$ cat config.mk
export PLATFORM = sky130hd
export DESIGN_NAME = acf_device_flat
export DESIGN_NICKNAME = d
export VERILOG_FILES = /design/src/hw/acf_pkg.sv /design/src/hw/acf_if.sv /design/src/hw/acf_device.sv /design/src/hw/acf_mclk_gen.sv /design/src/flat_wrapper.sv
export VERILOG_INCLUDE_DIRS = /design/src /design/src/hw
export SDC_FILE = /design/constraint.sdc
export NUM_CORES = 1
export LEC_CHECK = 0
export BUFFER_PORTS_ARGS = -buffer_cell sky130_fd_sc_hd__buf_2
export CAP_MARGIN = 20
export CELL_PAD_IN_SITES_DETAIL_PLACEMENT = 2
export CELL_PAD_IN_SITES_GLOBAL_PLACEMENT = 2
export CORE_UTILIZATION = 32
export DETAILED_ROUTE_END_ITERATION = 10
export PLACE_DENSITY = 0.87
export SETUP_SLACK_MARGIN = 0.4
export SLEW_MARGIN = 20
export SYNTH_ARGS = -nofsm -noshare
export SYNTH_HDL_FRONTEND = slang
export SYNTH_SLANG_ARGS = --single-unit
$ cat constraint.sdc
create_clock -name clk_sys_i -period 9.4 [get_ports clk_sys_i]
set_input_delay 1.41 -clock clk_sys_i [delete_from_list [all_inputs] [get_ports clk_sys_i]]
set_output_delay 1.41 -clock clk_sys_i [all_outputs]
set_load 0.01 [all_outputs]
$ cat src/hw/acf_cfg.svh
`ifndef ACF_CFG_SVH
`define ACF_CFG_SVH
// Clock source codes.
`define ACF_CLK_INT_OFF    2'h0
`define ACF_CLK_INT_ON     2'h1
`define ACF_CLK_EXT_UNDIV  2'h2
`define ACF_CLK_EXT_DIV2   2'h3
// Filter word limits.
`define ACF_FW_MIN         11'h001
`define ACF_FW_SINC4_MAX   11'h00a
`define ACF_FW_SINC3_MAX   11'h7ff
`define ACF_FW_AVG3_MAX    11'h0cc
`define ACF_FW_REJ_BOTH    11'h030
// Averaging constants: sinc4 sum 4+8-1, sinc3 sum 3+8-1.
`define ACF_AVG_COUNT      4'h8
`define ACF_AVG4_MULT      4'hb
`define ACF_AVG3_MULT      4'ha
`define ACF_MCLK_PER_FW    6'h20
// Post filter periods in modulator-free master clocks (76800/rate).
`define ACF_POST1_PER      22'h000b80
`define ACF_POST2_PER      22'h000c80
`define ACF_POST3_PER      22'h000f80
`define ACF_POST4_PER      22'h001282
// Register indexes of the host-side port.
`define ACF_REG_CTRL       4'h0
`define ACF_REG_MISC       4'h1
`define ACF_REG_SETUP      4'h2
`define ACF_REG_CHAN       4'h3
`define ACF_REG_FILT       4'h4
`define ACF_REG_STAT       4'h5
`endif

$ cat src/hw/acf_pkg.sv
package acf_pkg;
    typedef enum logic [2:0] {
        ACF_SINC4, ACF_SINC4_AVG, ACF_SINC3, ACF_SINC3_REJ,
        ACF_SINC3_AVG, ACF_POST
    } acf_filter_t;
    typedef logic [4:0] acf_pin_t;
    typedef logic [2:0] acf_mag_t;
endpackage : acf_pkg

$ cat src/hw/acf_if.sv
`timescale 1ns/1ps
interface acf_if;
    import acf_pkg::*;
    logic [1:0]  clk_source_sel;
    logic        int_on_clk_pin;
    logic        ref_enable;
    logic        bandgap_level_choice;
    logic        standby_reference_holder_on;
    logic        standby_reference_keep_on;
    logic        standby_current_shutoff;
    logic        standby;
    logic [1:0]  ref_select;
    logic [1:0]  ref_buffer_en;
    acf_filter_t filter_type;
    logic [10:0] filter_decimation_word;
    logic [1:0]  post_select;
    logic [7:0]  frontend_settle_time;
    acf_pin_t    positive_input_select;
    acf_pin_t    negative_input_select;
    acf_mag_t    first_current_magnitude;
    acf_mag_t    second_current_magnitude;
    acf_pin_t    first_current_pin_route;
    acf_pin_t    second_current_pin_route;
    logic        ext_clk;
    logic        conv_done;
    logic        busy;
    modport device (
        input  clk_source_sel, int_on_clk_pin, ref_enable,
        input  bandgap_level_choice, standby_reference_holder_on,
        input  standby_reference_keep_on, standby_current_shutoff,
        input  standby, ref_select, ref_buffer_en, filter_type,
        input  filter_decimation_word, post_select, frontend_settle_time,
        input  positive_input_select, negative_input_select,
        input  first_current_magnitude, second_current_magnitude,
        input  first_current_pin_route, second_current_pin_route, ext_clk,
        output conv_done, busy
    );
    modport host (
        output clk_source_sel, int_on_clk_pin, ref_enable,
        output bandgap_level_choice, standby_reference_holder_on,
        output standby_reference_keep_on, standby_current_shutoff,
        output standby, ref_select, ref_buffer_en, filter_type,
        output filter_decimation_word, post_select, frontend_settle_time,
        output positive_input_select, negative_input_select,
        output first_current_magnitude, second_current_magnitude,
        output first_current_pin_route, second_current_pin_route, ext_clk,
        input  conv_done, busy
    );
endinterface : acf_if

$ cat src/hw/acf_device.sv
`timescale 1ns/1ps
`include "acf_cfg.svh"
// Notes on behaviour
// - modulator rate is master clock halved.
// - internal oscillator selected after reset.
// - clock source code decoding, four options.
// - external clock 76.8 or 153.6 kHz.
// - interrupt routing overrides clock pin output.
// - sinc4 averaging period 32*word*11, word 1..10.
// - host keeps sinc3 averaging word at or below 0xcc.
// - word 48 gives 50 SPS dual rejection.
// - post filters ignore word, four rates.
// - bandgap off until enable bit set.
// - level bit picks 1.25 or 2.5 V.
// - reference source chosen per setup.
// - host sets holder bit when duty cycling.
// - host keeps reference on for sensors.
// - reference buffer enables per setup.
// - any pin as positive or negative.
// - five-bit positive and negative select fields.
// - mux changes only at conversion boundaries.
// - two currents, seven magnitudes each.
// - currents routed per channel, may share pin.
// - settle time waited before each conversion.
// - standby shutoff bit disables both currents while standby is set.
module acf_device (
    input  wire logic       clk_sys_i,
    input  wire logic       resetn_i,
    acf_if.device           link,
    input  wire logic       int_tick_i,
    input  wire logic       irq_req_i,
    output logic            clk_pin_o,
    output logic            clk_pin_oe_o,
    output logic            mod_tick_o,
    output logic            bandgap_on_o,
    output logic            bandgap_low_o,
    output logic [1:0]      ref_select_o,
    output logic [1:0]      ref_buffer_en_o,
    output acf_pkg::acf_pin_t pos_pin_o,
    output acf_pkg::acf_pin_t neg_pin_o,
    output acf_pkg::acf_mag_t first_current_mag_o,
    output acf_pkg::acf_mag_t second_current_mag_o,
    output acf_pkg::acf_pin_t first_current_pin_o,
    output acf_pkg::acf_pin_t second_current_pin_o,
    output logic            holder_on_o,
    output logic            ref_keep_on_o,
    output logic [21:0]     conv_period_o
);
    import acf_pkg::*;
    // Sequencer state, tick counters and the latched selections.
    typedef enum logic [1:0] {ACF_IDLE, ACF_SETTLE, ACF_CONV} acf_state_t;
    acf_state_t  state_r, state_nxt;
    logic        mclk_tick, mod_tick, switched;
    logic [21:0] cnt_r;
    logic [7:0]  settle_r;
    logic [10:0] fw;
    logic [21:0] period;
    logic        tick_r;
    acf_pin_t    pos_r, neg_r, r0_r, r1_r;
    acf_mag_t    m0_r, m1_r;
    logic        clk_pin_r, clk_oe_r, done_r;

    // Master tick, modulator tick and source switch strobe.
    acf_mclk_gen u_acf_mclk_gen (
        .clk_sys_i   (clk_sys_i),
        .resetn_i    (resetn_i),
        .src_i       (link.clk_source_sel),
        .int_tick_i  (int_tick_i),
        .ext_clk_i   (link.ext_clk),
        .mclk_tick_o (mclk_tick),
        .mod_tick_o  (mod_tick),
        .switched_o  (switched)
    );

    // Filter word clamped to the range of the chosen filter.
    wire [10:0] fw_raw  = link.filter_decimation_word;
    wire [10:0] fw_max  = (link.filter_type == ACF_SINC4 ||
                           link.filter_type == ACF_SINC4_AVG) ?
                          `ACF_FW_SINC4_MAX : `ACF_FW_SINC3_MAX;
    assign fw = (fw_raw < `ACF_FW_MIN) ? `ACF_FW_MIN :
                (fw_raw > fw_max) ? fw_max : fw_raw;
    wire [21:0] base  = 22'(fw) * 22'(`ACF_MCLK_PER_FW);
    wire [21:0] post_per =
        (link.post_select == 2'h0) ? `ACF_POST1_PER :
        (link.post_select == 2'h1) ? `ACF_POST2_PER :
        (link.post_select == 2'h2) ? `ACF_POST3_PER : `ACF_POST4_PER;
    wire [21:0] avg4_per = 22'(base * `ACF_AVG4_MULT);
    wire [21:0] avg3_per = 22'(base * `ACF_AVG3_MULT);
    // Conversion period in master clock ticks per filter type.
    always_comb begin
        unique case (link.filter_type)
            ACF_SINC4_AVG: period = avg4_per;
            ACF_SINC3_AVG: period = avg3_per;
            ACF_POST:      period = post_per;
            default:       period = base;
        endcase
    end

    // End of settling and of conversion, and the standby current cut.
    wire        stby_off   = link.standby & link.standby_current_shutoff;
    wire        conv_end   = (state_r == ACF_CONV) && mclk_tick &&
                             (cnt_r + 22'h1 >= period);
    wire        settle_end = (state_r == ACF_SETTLE) && mclk_tick &&
                             (settle_r >= link.frontend_settle_time);
    // Conversion sequencer: settle, convert, repeat; restart on switch.
    always_comb begin
        state_nxt = state_r;
        unique case (state_r)
            ACF_IDLE:   if (!link.standby) state_nxt = ACF_SETTLE;
            ACF_SETTLE: if (settle_end) state_nxt = ACF_CONV;
            ACF_CONV:   if (conv_end) state_nxt = ACF_SETTLE;
        endcase
        if (switched || link.standby) state_nxt = ACF_IDLE;
    end

    // State register with tick counters for settling and conversion.
    always_ff @(posedge clk_sys_i) begin
        if (!resetn_i) begin
            state_r  <= ACF_IDLE;
            cnt_r    <= 22'h0;
            settle_r <= 8'h0;
            done_r   <= 1'b0;
        end else begin
            state_r  <= state_nxt;
            done_r   <= conv_end;
            if (state_nxt != state_r) cnt_r <= 22'h0;
            else if (mclk_tick) cnt_r <= cnt_r + 22'h1;
            if (state_r != ACF_SETTLE) settle_r <= 8'h0;
            else if (mclk_tick) settle_r <= settle_r + 8'h1;
        end
    end

    // A conversion in flight keeps its inputs; changes wait for its end.
    wire        sel_open = (state_r != ACF_CONV);
    wire [2:0]  m0_nxt   = stby_off ? 3'h0 :
                           link.first_current_magnitude;
    wire [2:0]  m1_nxt   = stby_off ? 3'h0 :
                           link.second_current_magnitude;
    // Input and current pin selection latched only between conversions; magnitudes every cycle.
    always_ff @(posedge clk_sys_i) begin
        if (!resetn_i) begin
            pos_r <= 5'h0;
            neg_r <= 5'h0;
            r0_r  <= 5'h0;
            r1_r  <= 5'h0;
            m0_r  <= 3'h0;
            m1_r  <= 3'h0;
        end else begin
            if (sel_open) begin
                pos_r <= link.positive_input_select;
                neg_r <= link.negative_input_select;
                r0_r  <= link.first_current_pin_route;
                r1_r  <= link.second_current_pin_route;
            end
            m0_r <= m0_nxt;
            m1_r <= m1_nxt;
        end
    end

    // Clock pin: interrupt routing wins over the clock output choice.
    always_ff @(posedge clk_sys_i) begin
        if (!resetn_i) begin
            clk_pin_r <= 1'b0;
            clk_oe_r  <= 1'b0;
            tick_r    <= 1'b0;
        end else begin
            if (mclk_tick) tick_r <= ~tick_r;
            if (link.int_on_clk_pin) begin
                clk_oe_r  <= 1'b1;
                clk_pin_r <= irq_req_i;
            end else begin
                clk_oe_r  <= (link.clk_source_sel == `ACF_CLK_INT_ON);
                clk_pin_r <= tick_r;
            end
        end
    end

    // Handshake toward the host: a pulse per result, a level while active.
    assign link.conv_done   = done_r;
    assign link.busy        = (state_r != ACF_IDLE);
    assign clk_pin_o        = clk_pin_r;
    assign clk_pin_oe_o     = clk_oe_r;
    assign mod_tick_o       = mod_tick;

    // Reference controls follow the host settings directly.
    assign bandgap_on_o     = link.ref_enable;
    assign bandgap_low_o    = link.ref_enable &
                              link.bandgap_level_choice;
    assign ref_select_o     = link.ref_select;
    assign ref_buffer_en_o  = link.ref_buffer_en;

    // Selections and magnitudes come from the latched registers.
    assign pos_pin_o        = pos_r;
    assign neg_pin_o        = neg_r;
    assign first_current_mag_o  = m0_r;
    assign second_current_mag_o = m1_r;
    assign first_current_pin_o  = r0_r;
    assign second_current_pin_o = r1_r;

    // The reference core stays up while enabled and awake, or on request.
    assign holder_on_o      = link.standby_reference_holder_on;
    assign ref_keep_on_o    = link.standby_reference_keep_on |
                              (link.ref_enable & ~link.standby);
    assign conv_period_o    = period;
endmodule : acf_device

$ cat src/hw/acf_mclk_gen.sv
`timescale 1ns/1ps
`include "acf_cfg.svh"
// Builds master and modulator clock enables from the chosen source.
module acf_mclk_gen (
    input  wire logic       clk_sys_i,
    input  wire logic       resetn_i,
    input  wire logic [1:0] src_i,
    input  wire logic       int_tick_i,
    input  wire logic       ext_clk_i,
    output logic            mclk_tick_o,
    output logic            mod_tick_o,
    output logic            switched_o
);
    logic [2:0] ext_sync_r;
    logic       ext_lvl_r;
    logic       ext_half_r;
    logic       mod_half_r;
    logic [1:0] src_r;
    // The pin level counts only once the second and third stages agree.
    wire        ext_agree = (ext_sync_r[1] == ext_sync_r[2]);
    wire        ext_rise  = ext_agree & ext_sync_r[2] & ~ext_lvl_r;
    wire        is_ext   = src_r[1];
    wire        ext_tick = (src_r == `ACF_CLK_EXT_DIV2) ?
                           (ext_rise & ext_half_r) : ext_rise;
    // Source changes take effect only on a master tick edge boundary.
    wire        mclk_tick = is_ext ? ext_tick : int_tick_i;
    wire        change    = (src_i != src_r) & mclk_tick;
    // Synchroniser, dividers and glitch-free source register.
    always_ff @(posedge clk_sys_i) begin
        if (!resetn_i) begin
            ext_sync_r <= 3'h0;
            ext_lvl_r  <= 1'b0;
            ext_half_r <= 1'b0;
            mod_half_r <= 1'b0;
            src_r      <= `ACF_CLK_INT_OFF;
        end else begin
            ext_sync_r <= {ext_sync_r[1:0], ext_clk_i};
            if (ext_agree) ext_lvl_r <= ext_sync_r[2];
            if (ext_rise) ext_half_r <= ~ext_half_r;
            if (change) begin
                src_r      <= src_i;
                mod_half_r <= 1'b0;
            end else if (mclk_tick) begin
                mod_half_r <= ~mod_half_r;
            end
        end
    end
    assign mclk_tick_o = mclk_tick & ~change;
    assign mod_tick_o  = mclk_tick & ~change & mod_half_r;
    assign switched_o  = change;
endmodule : acf_mclk_gen

$ cat src/flat_wrapper.sv
// flat-port wrapper written by rule: the top's interface ports become plain ports
module acf_device_flat import acf_pkg::*;
  (clk_sys_i, resetn_i, int_tick_i, irq_req_i, clk_pin_o, clk_pin_oe_o, mod_tick_o, bandgap_on_o, bandgap_low_o, ref_select_o, ref_buffer_en_o, pos_pin_o, neg_pin_o, first_current_mag_o, second_current_mag_o, first_current_pin_o, second_current_pin_o, holder_on_o, ref_keep_on_o, conv_period_o, link_clk_source_sel, link_int_on_clk_pin, link_ref_enable, link_bandgap_level_choice, link_standby_reference_holder_on, link_standby_reference_keep_on, link_standby_current_shutoff, link_standby, link_ref_select, link_ref_buffer_en, link_filter_type, link_filter_decimation_word, link_post_select, link_frontend_settle_time, link_positive_input_select, link_negative_input_select, link_first_current_magnitude, link_second_current_magnitude, link_first_current_pin_route, link_second_current_pin_route, link_ext_clk, link_conv_done, link_busy);
  acf_if link_i ();
  input  wire logic clk_sys_i;
  input  wire logic resetn_i;
  input  wire logic int_tick_i;
  input  wire logic irq_req_i;
  output logic clk_pin_o;
  output logic clk_pin_oe_o;
  output logic mod_tick_o;
  output logic bandgap_on_o;
  output logic bandgap_low_o;
  output logic [1:0] ref_select_o;
  output logic [1:0] ref_buffer_en_o;
  output acf_pkg::acf_pin_t pos_pin_o;
  output acf_pkg::acf_pin_t neg_pin_o;
  output acf_pkg::acf_mag_t first_current_mag_o;
  output acf_pkg::acf_mag_t second_current_mag_o;
  output acf_pkg::acf_pin_t first_current_pin_o;
  output acf_pkg::acf_pin_t second_current_pin_o;
  output logic holder_on_o;
  output logic ref_keep_on_o;
  output logic [21:0] conv_period_o;
  input wire logic [$bits(link_i.clk_source_sel)-1:0] link_clk_source_sel;
  input wire logic [$bits(link_i.int_on_clk_pin)-1:0] link_int_on_clk_pin;
  input wire logic [$bits(link_i.ref_enable)-1:0] link_ref_enable;
  input wire logic [$bits(link_i.bandgap_level_choice)-1:0] link_bandgap_level_choice;
  input wire logic [$bits(link_i.standby_reference_holder_on)-1:0] link_standby_reference_holder_on;
  input wire logic [$bits(link_i.standby_reference_keep_on)-1:0] link_standby_reference_keep_on;
  input wire logic [$bits(link_i.standby_current_shutoff)-1:0] link_standby_current_shutoff;
  input wire logic [$bits(link_i.standby)-1:0] link_standby;
  input wire logic [$bits(link_i.ref_select)-1:0] link_ref_select;
  input wire logic [$bits(link_i.ref_buffer_en)-1:0] link_ref_buffer_en;
  input wire logic [$bits(link_i.filter_type)-1:0] link_filter_type;
  input wire logic [$bits(link_i.filter_decimation_word)-1:0] link_filter_decimation_word;
  input wire logic [$bits(link_i.post_select)-1:0] link_post_select;
  input wire logic [$bits(link_i.frontend_settle_time)-1:0] link_frontend_settle_time;
  input wire logic [$bits(link_i.positive_input_select)-1:0] link_positive_input_select;
  input wire logic [$bits(link_i.negative_input_select)-1:0] link_negative_input_select;
  input wire logic [$bits(link_i.first_current_magnitude)-1:0] link_first_current_magnitude;
  input wire logic [$bits(link_i.second_current_magnitude)-1:0] link_second_current_magnitude;
  input wire logic [$bits(link_i.first_current_pin_route)-1:0] link_first_current_pin_route;
  input wire logic [$bits(link_i.second_current_pin_route)-1:0] link_second_current_pin_route;
  input wire logic [$bits(link_i.ext_clk)-1:0] link_ext_clk;
  output wire logic [$bits(link_i.conv_done)-1:0] link_conv_done;
  output wire logic [$bits(link_i.busy)-1:0] link_busy;
  assign link_i.clk_source_sel = link_clk_source_sel;
  assign link_i.int_on_clk_pin = link_int_on_clk_pin;
  assign link_i.ref_enable = link_ref_enable;
  assign link_i.bandgap_level_choice = link_bandgap_level_choice;
  assign link_i.standby_reference_holder_on = link_standby_reference_holder_on;
  assign link_i.standby_reference_keep_on = link_standby_reference_keep_on;
  assign link_i.standby_current_shutoff = link_standby_current_shutoff;
  assign link_i.standby = link_standby;
  assign link_i.ref_select = link_ref_select;
  assign link_i.ref_buffer_en = link_ref_buffer_en;
  assign link_i.filter_type = link_filter_type;
  assign link_i.filter_decimation_word = link_filter_decimation_word;
  assign link_i.post_select = link_post_select;
  assign link_i.frontend_settle_time = link_frontend_settle_time;
  assign link_i.positive_input_select = link_positive_input_select;
  assign link_i.negative_input_select = link_negative_input_select;
  assign link_i.first_current_magnitude = link_first_current_magnitude;
  assign link_i.second_current_magnitude = link_second_current_magnitude;
  assign link_i.first_current_pin_route = link_first_current_pin_route;
  assign link_i.second_current_pin_route = link_second_current_pin_route;
  assign link_i.ext_clk = link_ext_clk;
  assign link_conv_done = link_i.conv_done;
  assign link_busy = link_i.busy;
  acf_device u_core (.clk_sys_i(clk_sys_i), .resetn_i(resetn_i), .link(link_i), .int_tick_i(int_tick_i), .irq_req_i(irq_req_i), .clk_pin_o(clk_pin_o), .clk_pin_oe_o(clk_pin_oe_o), .mod_tick_o(mod_tick_o), .bandgap_on_o(bandgap_on_o), .bandgap_low_o(bandgap_low_o), .ref_select_o(ref_select_o), .ref_buffer_en_o(ref_buffer_en_o), .pos_pin_o(pos_pin_o), .neg_pin_o(neg_pin_o), .first_current_mag_o(first_current_mag_o), .second_current_mag_o(second_current_mag_o), .first_current_pin_o(first_current_pin_o), .second_current_pin_o(second_current_pin_o), .holder_on_o(holder_on_o), .ref_keep_on_o(ref_keep_on_o), .conv_period_o(conv_period_o));
endmodule
==> flow_summary_export.csv, run 1 <==
group,metric,value,unit
status,outcome,"finished, final reports clean",
final_layout,drive_gt1_frac,0.1710,
die,io_pins,129,
die,num_rows,49,
yosys,synth-xor-area-share,0.08717,
yosys,yosys.area_share.simple,0.2269,
hold_path,hp-class,"register to register",
sta,finalCritPeriodShare,0.8823,
final_layout,final_common_cell,"buf_2",
placed_design,io_buffers,112,
sta,slew_headroom,0.4146,
sta,hold_viol_final,0,
critical_path,max_stage_delay,0.58,ns
die,placeableCoreArea,0.01821,mm2
power,p_int,0.7107,mW
detailed_routing,postRouteWirelength,21990,um
yosys,netlist_instances,743,
die,start_util,0.3311,
detailed_routing,first_iter_violations,244,
final_layout,area_growth,16.96,%
detailed_routing,vias_per_cell,5.394,
power,p_seq_frac,0.272,
power,p_sw_frac,0.3818,
critical_path,cp_max_fo,22,
yosys,synth_largest_area_cell,"dfxtp_1",
power,switchingPower,0.4389,mW
detailed_routing,dr.pass1.iters,6,
sta,rsz0062_at_grt,"no",
power,ir_worst_vdd,0.0001141,V
critical_path,worstPathArrival,8.54,ns
critical_path,ff2ff_path_depth,13,
sta,fmax,0.1206,GHz
yosys,synth_cell_types,61,
global_route,overflow,0,
clocking,cts_tree,"built",
critical_path,worstPathRequired,9.65,ns
yosys,yosys_register_bits,70,
yosys,async_flop_share,0,
global_route,grt_pass1_vias,6605,
placed_design,dp_hpwl,16460,um
clocking,post-cts-setup-buffers,0,
critical_path,startpoint_type,"input pin",
detailed_routing,via_count,5815,
sta,setup_viol,0,
critical_path,crit_top_cell,"ha_1",
clocking,h-tree-depth,3,
clocking,cts.sinks,70,
power,comb_power_share,0.419,
yosys,synthAdderAreaFrac,0.1930,
final_layout,fin_nets,999,
global_route,antenna_found_initial,1,
hold_path,whs_endpoint,"u_core.u_acf_mclk_gen.ext_sync_r[1]",
final_layout,mostFrequentLayoutCells,"buf_2, ha_1, nor2_1",
yosys,synth_edf_count,0,
yosys,avgSynthCellArea,8.113,um2
final_layout,post-route-util,0.3872,
sta,layout_min_cycle_time,8.293,ns
critical_path,crit_type,"input pin to register",
clocking,cts_resized,0,
sta,tightestPinTransition,0.8689,ns
critical_path,ff2ff_setup_slack,5.00,ns
yosys,synth_compound_area_frac,0.1430,
hold_path,whs_path_depth,1,
clocking,insertion_delay,0.35,ns
detailed_routing,wl_per_cell,20.40,um
sta,fin_tns_setup,0,ns
detailed_routing,ant_nets,0,
critical_path,r2r-start,"u_core.cnt_r[0]",
critical_path,worstSetupEndpointType,"register",
power,p_clk_frac,0.309,
clocking,hold_buffers,0,
yosys,synthTopCellsByArea,"dfxtp_1, ha_1, xnor2_1",
global_route,grt_max_degree,40,
placed_design,dp.cells,1062,
final_layout,instances_no_fill,1078,
critical_path,worst_path_max_delay_cell,"a2111o_2",
detailed_routing,route.detailed.drc,0,
clocking,cts-root-buf,"clkbuf_16",
yosys,synthesis.area,0.006028,mm2
die,die_w,139.3,um
die,die_h,139.3,um
yosys,yosys_warnings,0,
yosys,synth_top_area_frac,0.2325,
yosys,synth_top_family_by_area,"simple AND/OR/NAND/NOR gates",
run,drv_cap,0,
yosys,synth_flop_cell,"dfxtp_1",
clocking,numCtsBuffers,9,
final_layout,fillers,2038,
die,dieArea,0.01939,mm2
sta,finalMaxSlewViolations,0,
global_route,grt_pass1_wl,35090,um
power,power_density,163.1,mW/mm2
yosys,muxShareOfSynthArea,0.04338,
power,power.leakage,3.303,nW
global_route,grt_use_total,0.2299,
critical_path,r2r-end,"u_core.cnt_r[7]",
yosys,ys_seq_area_frac,0.2325,
hold_path,hold_start,"u_core.u_acf_mclk_gen.ext_sync_r[0]",
placed_design,place_congestion,0.8125,
sta,finClkSkew,0.007766,ns
clocking,clk_path_buf_depth,2,
clocking,clk_pin_slew,0.06,ns
[flip-flops by register name, summed over array words and instances, names as in the netlist, 2 cells and up]
name	count
u_core.first_current_pin_o	5
u_core.settle_r	8
u_core.state_r	2
u_core.pos_pin_o	5
u_core.first_current_mag_o	3
u_core.u_acf_mclk_gen.ext_sync_r	3
u_core.cnt_r	22
u_core.second_current_pin_o	5
u_core.neg_pin_o	5
u_core.u_acf_mclk_gen.src_r	2
u_core.second_current_mag_o	3
[synthesized netlist by cell type, drive strengths merged (22+ instances only)]
cell / number
xnor2: 38
nor2b: 34
xor2: 22
nor2: 73
o21ai: 26
a21oi: 32
inv: 70
and2: 22
mux2i: 25
nand2: 52
ha: 77
dfxtp: 70
[layout make-up]
class                           instances  area (um2)  share of cell area
Antenna cell                            1       2.502           0.0003549
Clock buffer                           10       239.0             0.03390
Clock inverter                          5       58.81            0.008341
Inverter                               70       262.8             0.03727
Multi-Input combinational cell        577        4209              0.5970
Sequential cell                        70        1401              0.1988
Tap cell                              229       286.5             0.04064
Timing Repair Buffer                  116       590.6             0.08376
[worst max path at each step]
stage	from	endpoint	slack [ns]	cells after the start
6_report	link_filter_type[2]	u_core.cnt_r[7]	1.11	30
5_1_grt	link_filter_type[2]	u_core.cnt_r[20]	0.45	30
4_1_cts	link_filter_type[2]	u_core.cnt_r[7]	0.98	30
3_5_place_dp	link_filter_type[2]	u_core.cnt_r[21]	0.75	30
3_3_place_gp	link_filter_type[2]	u_core.cnt_r[1]	1.16	29
2_1_floorplan	link_filter_type[1]	u_core.cnt_r[10]	1.81	28
[per-layer routing]
layer  share of wire  wire [um]  GRT usage  vias up
met5               0          0          0        -
met4           0.041        893     0.1140        0
met3           0.033        727    0.03476       64
met2            0.51      11240     0.4187      136
met1            0.42       9127     0.2604     2870
li1                -          -          -     2745
[worst max-delay path, delay by kind of cell]
| family | cells | cell delay, ns |
|---|---|---|
| AOI/OAI and AO/OA | 14 | 3.60 |
| adders and majority gates | 5 | 1.65 |
| and+or+nand+nor | 5 | 0.95 |
| buffers and inverters | 5 | 0.74 |
| xor gates and xnor gates | 1 | 0.19 |
[power by group through the flow]
stage	sequential (mW)	combinational (mW)	clock, mW
5_1_grt	0.313	0.538	0.369
3_3_place_gp	0.317	0.448	0
3_5_place_dp	0.318	0.477	0
2_1_floorplan	0.320	0.328	0
6_report	0.313	0.481	0.356
4_1_cts	0.312	0.484	0.360
[through the flow]
stage / area [um2] / total power [mW] / hold slack, ns / setup WS [ns]
after detailed placement: 6749 / 0.7952 / 0.4742 / 0.7509
after CTS: 7047 / 1.156 / 0.4981 / 0.9798
after global routing: 7051 / 1.220 / 0.5008 / 0.4465
after floorplan: 6047 / 0.6476 / 0.4119 / 1.805
after global placement: 6749 / 0.7647 / 0.4340 / 1.156
final: 7051 / 1.150 / 0.4896 / 1.107
[cell families (layout without fill, tap and decap cells)]
kind of cell / count (synthesis) / after routing
xor+xnor: 60 / 60
fa+ha+maj: 87 / 87
other cells: 1 / 7
simple gates: 268 / 268
flops: 70 / 70
mux: 26 / 26
compound gates: 130 / 130
buf+inv: 101 / 201
Note: power is estimated with default switching activity, not from simulation.
==> run 2: changes to the inputs <==
--- a/config.mk
+++ b/config.mk
@@ -6,7 +6,7 @@
 export SDC_FILE = /design/constraint.sdc
 export NUM_CORES = 1
 export LEC_CHECK = 0
-export BUFFER_PORTS_ARGS = -buffer_cell sky130_fd_sc_hd__buf_2
+export BUFFER_PORTS_ARGS = -buffer_cell sky130_fd_sc_hd__buf_4
 export CAP_MARGIN = 20
 export CELL_PAD_IN_SITES_DETAIL_PLACEMENT = 2
 export CELL_PAD_IN_SITES_GLOBAL_PLACEMENT = 2
==> flow_summary_export.csv, run 2 (same netlist as run 1, synthesis figures left out) <==
group,metric,value,unit
final_layout,fillers,2039,
critical_path,crit_path_end,"u_core.cnt_r[0]",
final_layout,area_growth,21.15,%
global_route,grt_use_total,0.2352,
placed_design,io_buffers,112,
detailed_routing,postRouteWirelength,22090,um
critical_path,cp_max_fo,22,
clocking,cts.sinks,70,
global_route,grt_max_degree,40,
global_route,grt_pass1_wl,35820,um
final_layout,diodes,0,
final_layout,largest_reg_flops,22,
power,fin_total_pwr,1.134,mW
critical_path,ff2ff_setup_slack,4.95,ns
sta,finalMaxSlewViolations,0,
critical_path,startpoint_type,"input pin",
die,die_h,139.3,um
sta,slew_headroom,0.3917,
placed_design,dp_hpwl,16370,um
critical_path,cp_num_cells,30,
clocking,h-tree-depth,3,
sta,rsz0062_at_grt,"no",
critical_path,worst_path_max_delay_cell,"a2111o_1",
power,ir_worst_vdd,0.0001543,V
critical_path,crit_buf_inv,5,
run,drv_cap,0,
detailed_routing,vias_per_cell,5.291,
final_layout,reg_top3,"u_core.cnt_r (22), u_core.settle_r (8)",
critical_path,max_stage_delay,0.64,ns
critical_path,worstPathArrival,8.47,ns
placed_design,dp.cells,1062,
detailed_routing,ant_nets,0,
die,num_rows,49,
critical_path,crit_type,"input pin to register",
final_layout,fin_nets,999,
detailed_routing,dr.pass1.iters,6,
final_layout,mostFrequentLayoutCells,"buf_4, ha_1, nor2_1",
critical_path,startpoint,"link_filter_type[1]",
die,start_util,0.3311,
sta,finalCritPeriodShare,0.8821,
clocking,cts_tree,"built",
die,die_w,139.3,um
final_layout,largest_register,"u_core.cnt_r",
critical_path,r2r-end,"u_core.cnt_r[0]",
status,outcome,"finished, final reports clean",
clocking,clk_pin_slew,0.06,ns
die,dieArea,0.01939,mm2
global_route,antenna_found_initial,0,
clocking,cts-root-buf,"clkbuf_16",
sta,layout_min_cycle_time,8.292,ns
sta,setup_viol,0,
final_layout,drive_gt1_frac,0.1688,
global_route,overflow,0,
die,io_pins,129,
sta,finClkSkew,0.005725,ns
sta,tightestPinTransition,0.9010,ns
final_layout,fin_area,0.007303,mm2
clocking,cts_resized,0,
detailed_routing,first_iter_violations,196,
critical_path,worstSetupEndpointType,"register",
placed_design,place_area,0.007029,mm2
critical_path,crit_top_cell,"ha_1",
clocking,post-cts-setup-buffers,0,
sta,fmax,0.1206,GHz
critical_path,crit_family,"compound AO/OA/AOI/OAI gates",
detailed_routing,route.detailed.drc,0,
sta,hold_viol_final,0,
sta,fin_tns_setup,0,ns
critical_path,worstPathRequired,9.58,ns
critical_path,r2r-start,"u_core.cnt_r[0]",
power,power.leakage,3.370,nW
die,placeableCoreArea,0.01821,mm2
final_layout,final_common_cell,"buf_4",
global_route,grt_pass1_vias,6610,
clocking,numCtsBuffers,9,
placed_design,place_congestion,0.7940,
clocking,clk_path_buf_depth,2,
power,power_density,155.3,mW/mm2
final_layout,instances_no_fill,1076,
critical_path,ff2ff_path_depth,14,
detailed_routing,via_count,5693,
hold_path,hp-class,"register to register",
clocking,hold_buffers,0,
clocking,insertion_delay,0.34,ns
detailed_routing,wl_per_cell,20.53,um
## run 2: layer usage
metal  track usage  vias to the layer above  routed length, um
met4       0.07836                        0                486
met1        0.2679                     2853               9398
met5             0                        -                  0
met2        0.4412                       89              11560
li1              -                     2720                  -
met3       0.03854                       31                643
## run 2: final cells by class
type / instances / area (um2) / area share
Tap cell: 229 / 286.5 / 0.03923
Timing Repair Buffer: 116 / 870.8 / 0.1192
Sequential cell: 70 / 1401 / 0.1919
Clock inverter: 3 / 21.27 / 0.002912
Multi-Input combinational cell: 577 / 4208 / 0.5762
Clock buffer: 11 / 252.7 / 0.03461
Inverter: 70 / 262.8 / 0.03598
## run 2: worst register-to-register path: stages, from the launching register on
cell and delay (ns):
dfxtp_1 0.49, ha_1 0.30, nand3_1 0.18, nor3_2 0.45
nand2_1 0.24, or3_1 0.47, xnor2_1 0.16, ha_1 0.29
nand4_1 0.08, nor2_1 0.19, nand4_1 0.14, o21ai_0 0.27
o311a_1 0.21, a2111o_1 0.64, nor2_1 0.18
## run 2: report_power, final
group | total, mW | switching [mW] | internal, mW | leakage, nW
logic | 0.495 | 0.285 | 0.211 | 2.66
clock network | 0.326 | 0.136 | 0.190 | 0.133
registers | 0.313 | 0.00726 | 0.306 | 0.573
## run 2: worst min path at each step
stage                                                    from                                  end  slack, ns  cells after the start
after floorplan           u_core.u_acf_mclk_gen.ext_sync_r[0]  u_core.u_acf_mclk_gen.ext_sync_r[1]       0.41                      1
after global placement    u_core.u_acf_mclk_gen.ext_sync_r[0]  u_core.u_acf_mclk_gen.ext_sync_r[1]       0.43                      1
after detailed placement  u_core.u_acf_mclk_gen.ext_sync_r[0]  u_core.u_acf_mclk_gen.ext_sync_r[1]       0.43                      1
after CTS                 u_core.u_acf_mclk_gen.ext_sync_r[0]  u_core.u_acf_mclk_gen.ext_sync_r[1]       0.45                      1
after global routing      u_core.u_acf_mclk_gen.ext_sync_r[0]  u_core.u_acf_mclk_gen.ext_sync_r[1]       0.47                      1
final                     u_core.u_acf_mclk_gen.ext_sync_r[0]  u_core.u_acf_mclk_gen.ext_sync_r[1]       0.45                      1
## run 2: metrics by stage
step | hold slack (ns) | setup WS, ns | util
floorplan | 0.4119 | 1.805 | -
global placement | 0.4315 | 1.225 | 0.3860
detailed placement | 0.4337 | 0.7873 | 0.3860
CTS | 0.4530 | 1.084 | 0.4011
global route | 0.4717 | 0.6043 | 0.4011
finish | 0.4482 | 1.108 | 0.4011
==> run 3: changes to the inputs <==
--- a/config.mk
+++ b/config.mk
@@ -10,9 +10,9 @@
 export CAP_MARGIN = 20
 export CELL_PAD_IN_SITES_DETAIL_PLACEMENT = 2
 export CELL_PAD_IN_SITES_GLOBAL_PLACEMENT = 2
-export CORE_UTILIZATION = 32
+export CORE_UTILIZATION = 29
 export DETAILED_ROUTE_END_ITERATION = 10
-export PLACE_DENSITY = 0.87
+export PLACE_DENSITY = 0.83
 export SETUP_SLACK_MARGIN = 0.4
 export SLEW_MARGIN = 20
 export SYNTH_ARGS = -nofsm -noshare
==> constraint.sdc (replaced) <==
create_clock -name clk_sys_i -period 7.4 [get_ports clk_sys_i]
set_input_delay 1.11 -clock clk_sys_i [delete_from_list [all_inputs] [get_ports clk_sys_i]]
set_output_delay 1.11 -clock clk_sys_i [all_outputs]
set_load 0.01 [all_outputs]
==> flow_summary_export.csv, run 3 (same netlist as run 1, synthesis figures left out) <==
group,metric,value,unit
detailed_routing,via_count,6242,
status,outcome,"finished, final reports clean",
final_layout,fin_area,0.008557,mm2
global_route,grt_use_total,0.2431,
final_layout,multiInputGateArea,0.004796,mm2
clocking,cts.sinks,70,
critical_path,r2r-end,"u_core.state_r[0]",
sta,fmax,0.1359,GHz
clocking,insertion_delay,0.34,ns
sta,tightestPinTransition,0.8710,ns
sta,finalMaxSlewViolations,0,
final_layout,fillers,2231,
global_route,grt_pass1_vias,7324,
detailed_routing,first_iter_violations,197,
final_layout,area_growth,41.95,%
final_layout,fin_nets,1066,
hold_path,whs_path_depth,1,
critical_path,worstPathArrival,7.58,ns
critical_path,max_stage_delay,0.46,ns
die,io_pins,129,
global_route,overflow,0,
sta,layout_min_cycle_time,7.357,ns
hold_path,hold_start,"u_core.u_acf_mclk_gen.ext_sync_r[0]",
sta,finClkSkew,0.005283,ns
critical_path,worstSetupEndpointType,"register",
die,num_rows,52,
sta,hold_viol_final,0,
die,placeableCoreArea,0.02030,mm2
placed_design,place_congestion,0.8266,
power,power.leakage,3.768,nW
sta,rsz0062_at_grt,"yes",
run,drv_cap,0,
final_layout,drive_gt1_frac,0.3341,
placed_design,dp.cells,1146,
die,dieArea,0.02137,mm2
detailed_routing,vias_per_cell,5.263,
power,ir_worst_vdd,0.0001180,V
final_layout,largest_reg_flops,22,
detailed_routing,dr.pass1.iters,4,
sta,setup_viol,0,
die,die_h,146.2,um
clocking,clk_path_buf_depth,2,
hold_path,hp-class,"register to register",
final_layout,largest_register,"u_core.cnt_r",
final_layout,diodes,0,
placed_design,io_buffers,112,
critical_path,crit_top_cell,"buf_4",
placed_design,place_area,0.007411,mm2
clocking,cts-root-buf,"clkbuf_16",
final_layout,reg_top3,"u_core.cnt_r (22), u_core.settle_r (8)",
sta,slew_headroom,0.4172,
detailed_routing,ant_nets,0,
detailed_routing,postRouteWirelength,27890,um
sta,finalCritPeriodShare,0.9941,
global_route,grt_pass1_wl,40970,um
final_layout,seq_area,0.001401,mm2
critical_path,startpoint_type,"input pin",
critical_path,crit_type,"input pin to register",
critical_path,worstPathRequired,7.63,ns
critical_path,ff2ff_path_depth,15,
hold_path,whs_endpoint,"u_core.u_acf_mclk_gen.ext_sync_r[1]",
critical_path,cp_max_fo,8,
final_layout,final_common_cell,"buf_4",
final_layout,instances_no_fill,1186,
global_route,grt_max_degree,40,
power,power_density,210.3,mW/mm2
placed_design,dp_hpwl,17100,um
final_layout,mostFrequentLayoutCells,"buf_4, dfxtp_1, inv_1",
die,die_w,146.2,um
detailed_routing,wl_per_cell,23.52,um
global_route,antenna_found_initial,0,
clocking,cts_tree,"built",
critical_path,ff2ff_setup_slack,3.08,ns
clocking,h-tree-depth,3,
sta,hold_ws,0.5246,ns
clocking,numCtsBuffers,9,
critical_path,worst_path_max_delay_cell,"fa_1",
clocking,clk_pin_slew,0.06,ns
sta,fin_tns_setup,0,ns
detailed_routing,route.detailed.drc,0,
die,start_util,0.2970,
critical_path,r2r-start,"u_core.cnt_r[0]",
## run 3: through the flow
stage               setup slack [ns]  total power, mW  utilization
floorplan                     0.4358           0.8228            -
global placement             -0.2793            1.074       0.3651
detailed placement           -0.7814            1.121       0.3651
CTS                           0.3630            1.661       0.4049
global route                 -0.1201            1.882       0.4215
finish                       0.04344            1.800       0.4215
## run 3: area by class of cell
cell class,count,area share
Multi-Input combinational cell,577,0.5605
Timing Repair Buffer,183,0.1703
Sequential cell,70,0.1638
Tap cell,270,0.03948
Inverter,70,0.03100
Clock buffer,9,0.02632
Clock inverter,7,0.008627
## run 3: power breakdown
part,switching (mW),internal (mW),leakage [nW]
registers,0.00857,0.388,0.573
clock network,0.182,0.262,0.134
logic,0.515,0.444,3.06
## run 3: layer usage
metal | track usage | up-vias | routed length, um
met1 | 0.2727 | 3123 | 11000
met4 | 0.1141 | 0 | 1278
met2 | 0.4524 | 181 | 14680
li1 | - | 2862 | -
met5 | 0 | - | 0
met3 | 0.03094 | 76 | 931
## run 3: worst max-delay path: cells and delay by family
kind                       cells  cell delay, ns
adders and majority gates      4            1.44
buffers and inverters         10            1.14
xor gates and xnor gates       1            0.12
AOI/OAI and AO/OA             10            1.90
and+or+nand+nor                7            1.47
muxes                          1            0.38
## run 3: worst max-delay path by stage
stage | end | startpoint | slack, ns
after global routing | u_core.cnt_r[11] | link_filter_type[2] | -0.12
after global placement | u_core.cnt_r[1] | link_filter_type[1] | -0.28
after floorplan | u_core.cnt_r[10] | link_filter_type[1] | 0.44
final | u_core.state_r[0] | link_filter_type[2] | 0.04
after CTS | u_core.cnt_r[18] | link_filter_type[2] | 0.36
after detailed placement | u_core.cnt_r[2] | link_filter_type[1] | -0.78
## run 3: timing repair
| action | CTS | global route |
|---|---|---|
| pin swaps | 38 | 33 |
| hold buffers | 0 | 0 |
| endpoints found under the setup margin | 35 | 30 |
| buffers inserted | 12 | 12 |
| resized for setup | 94 | 58 |
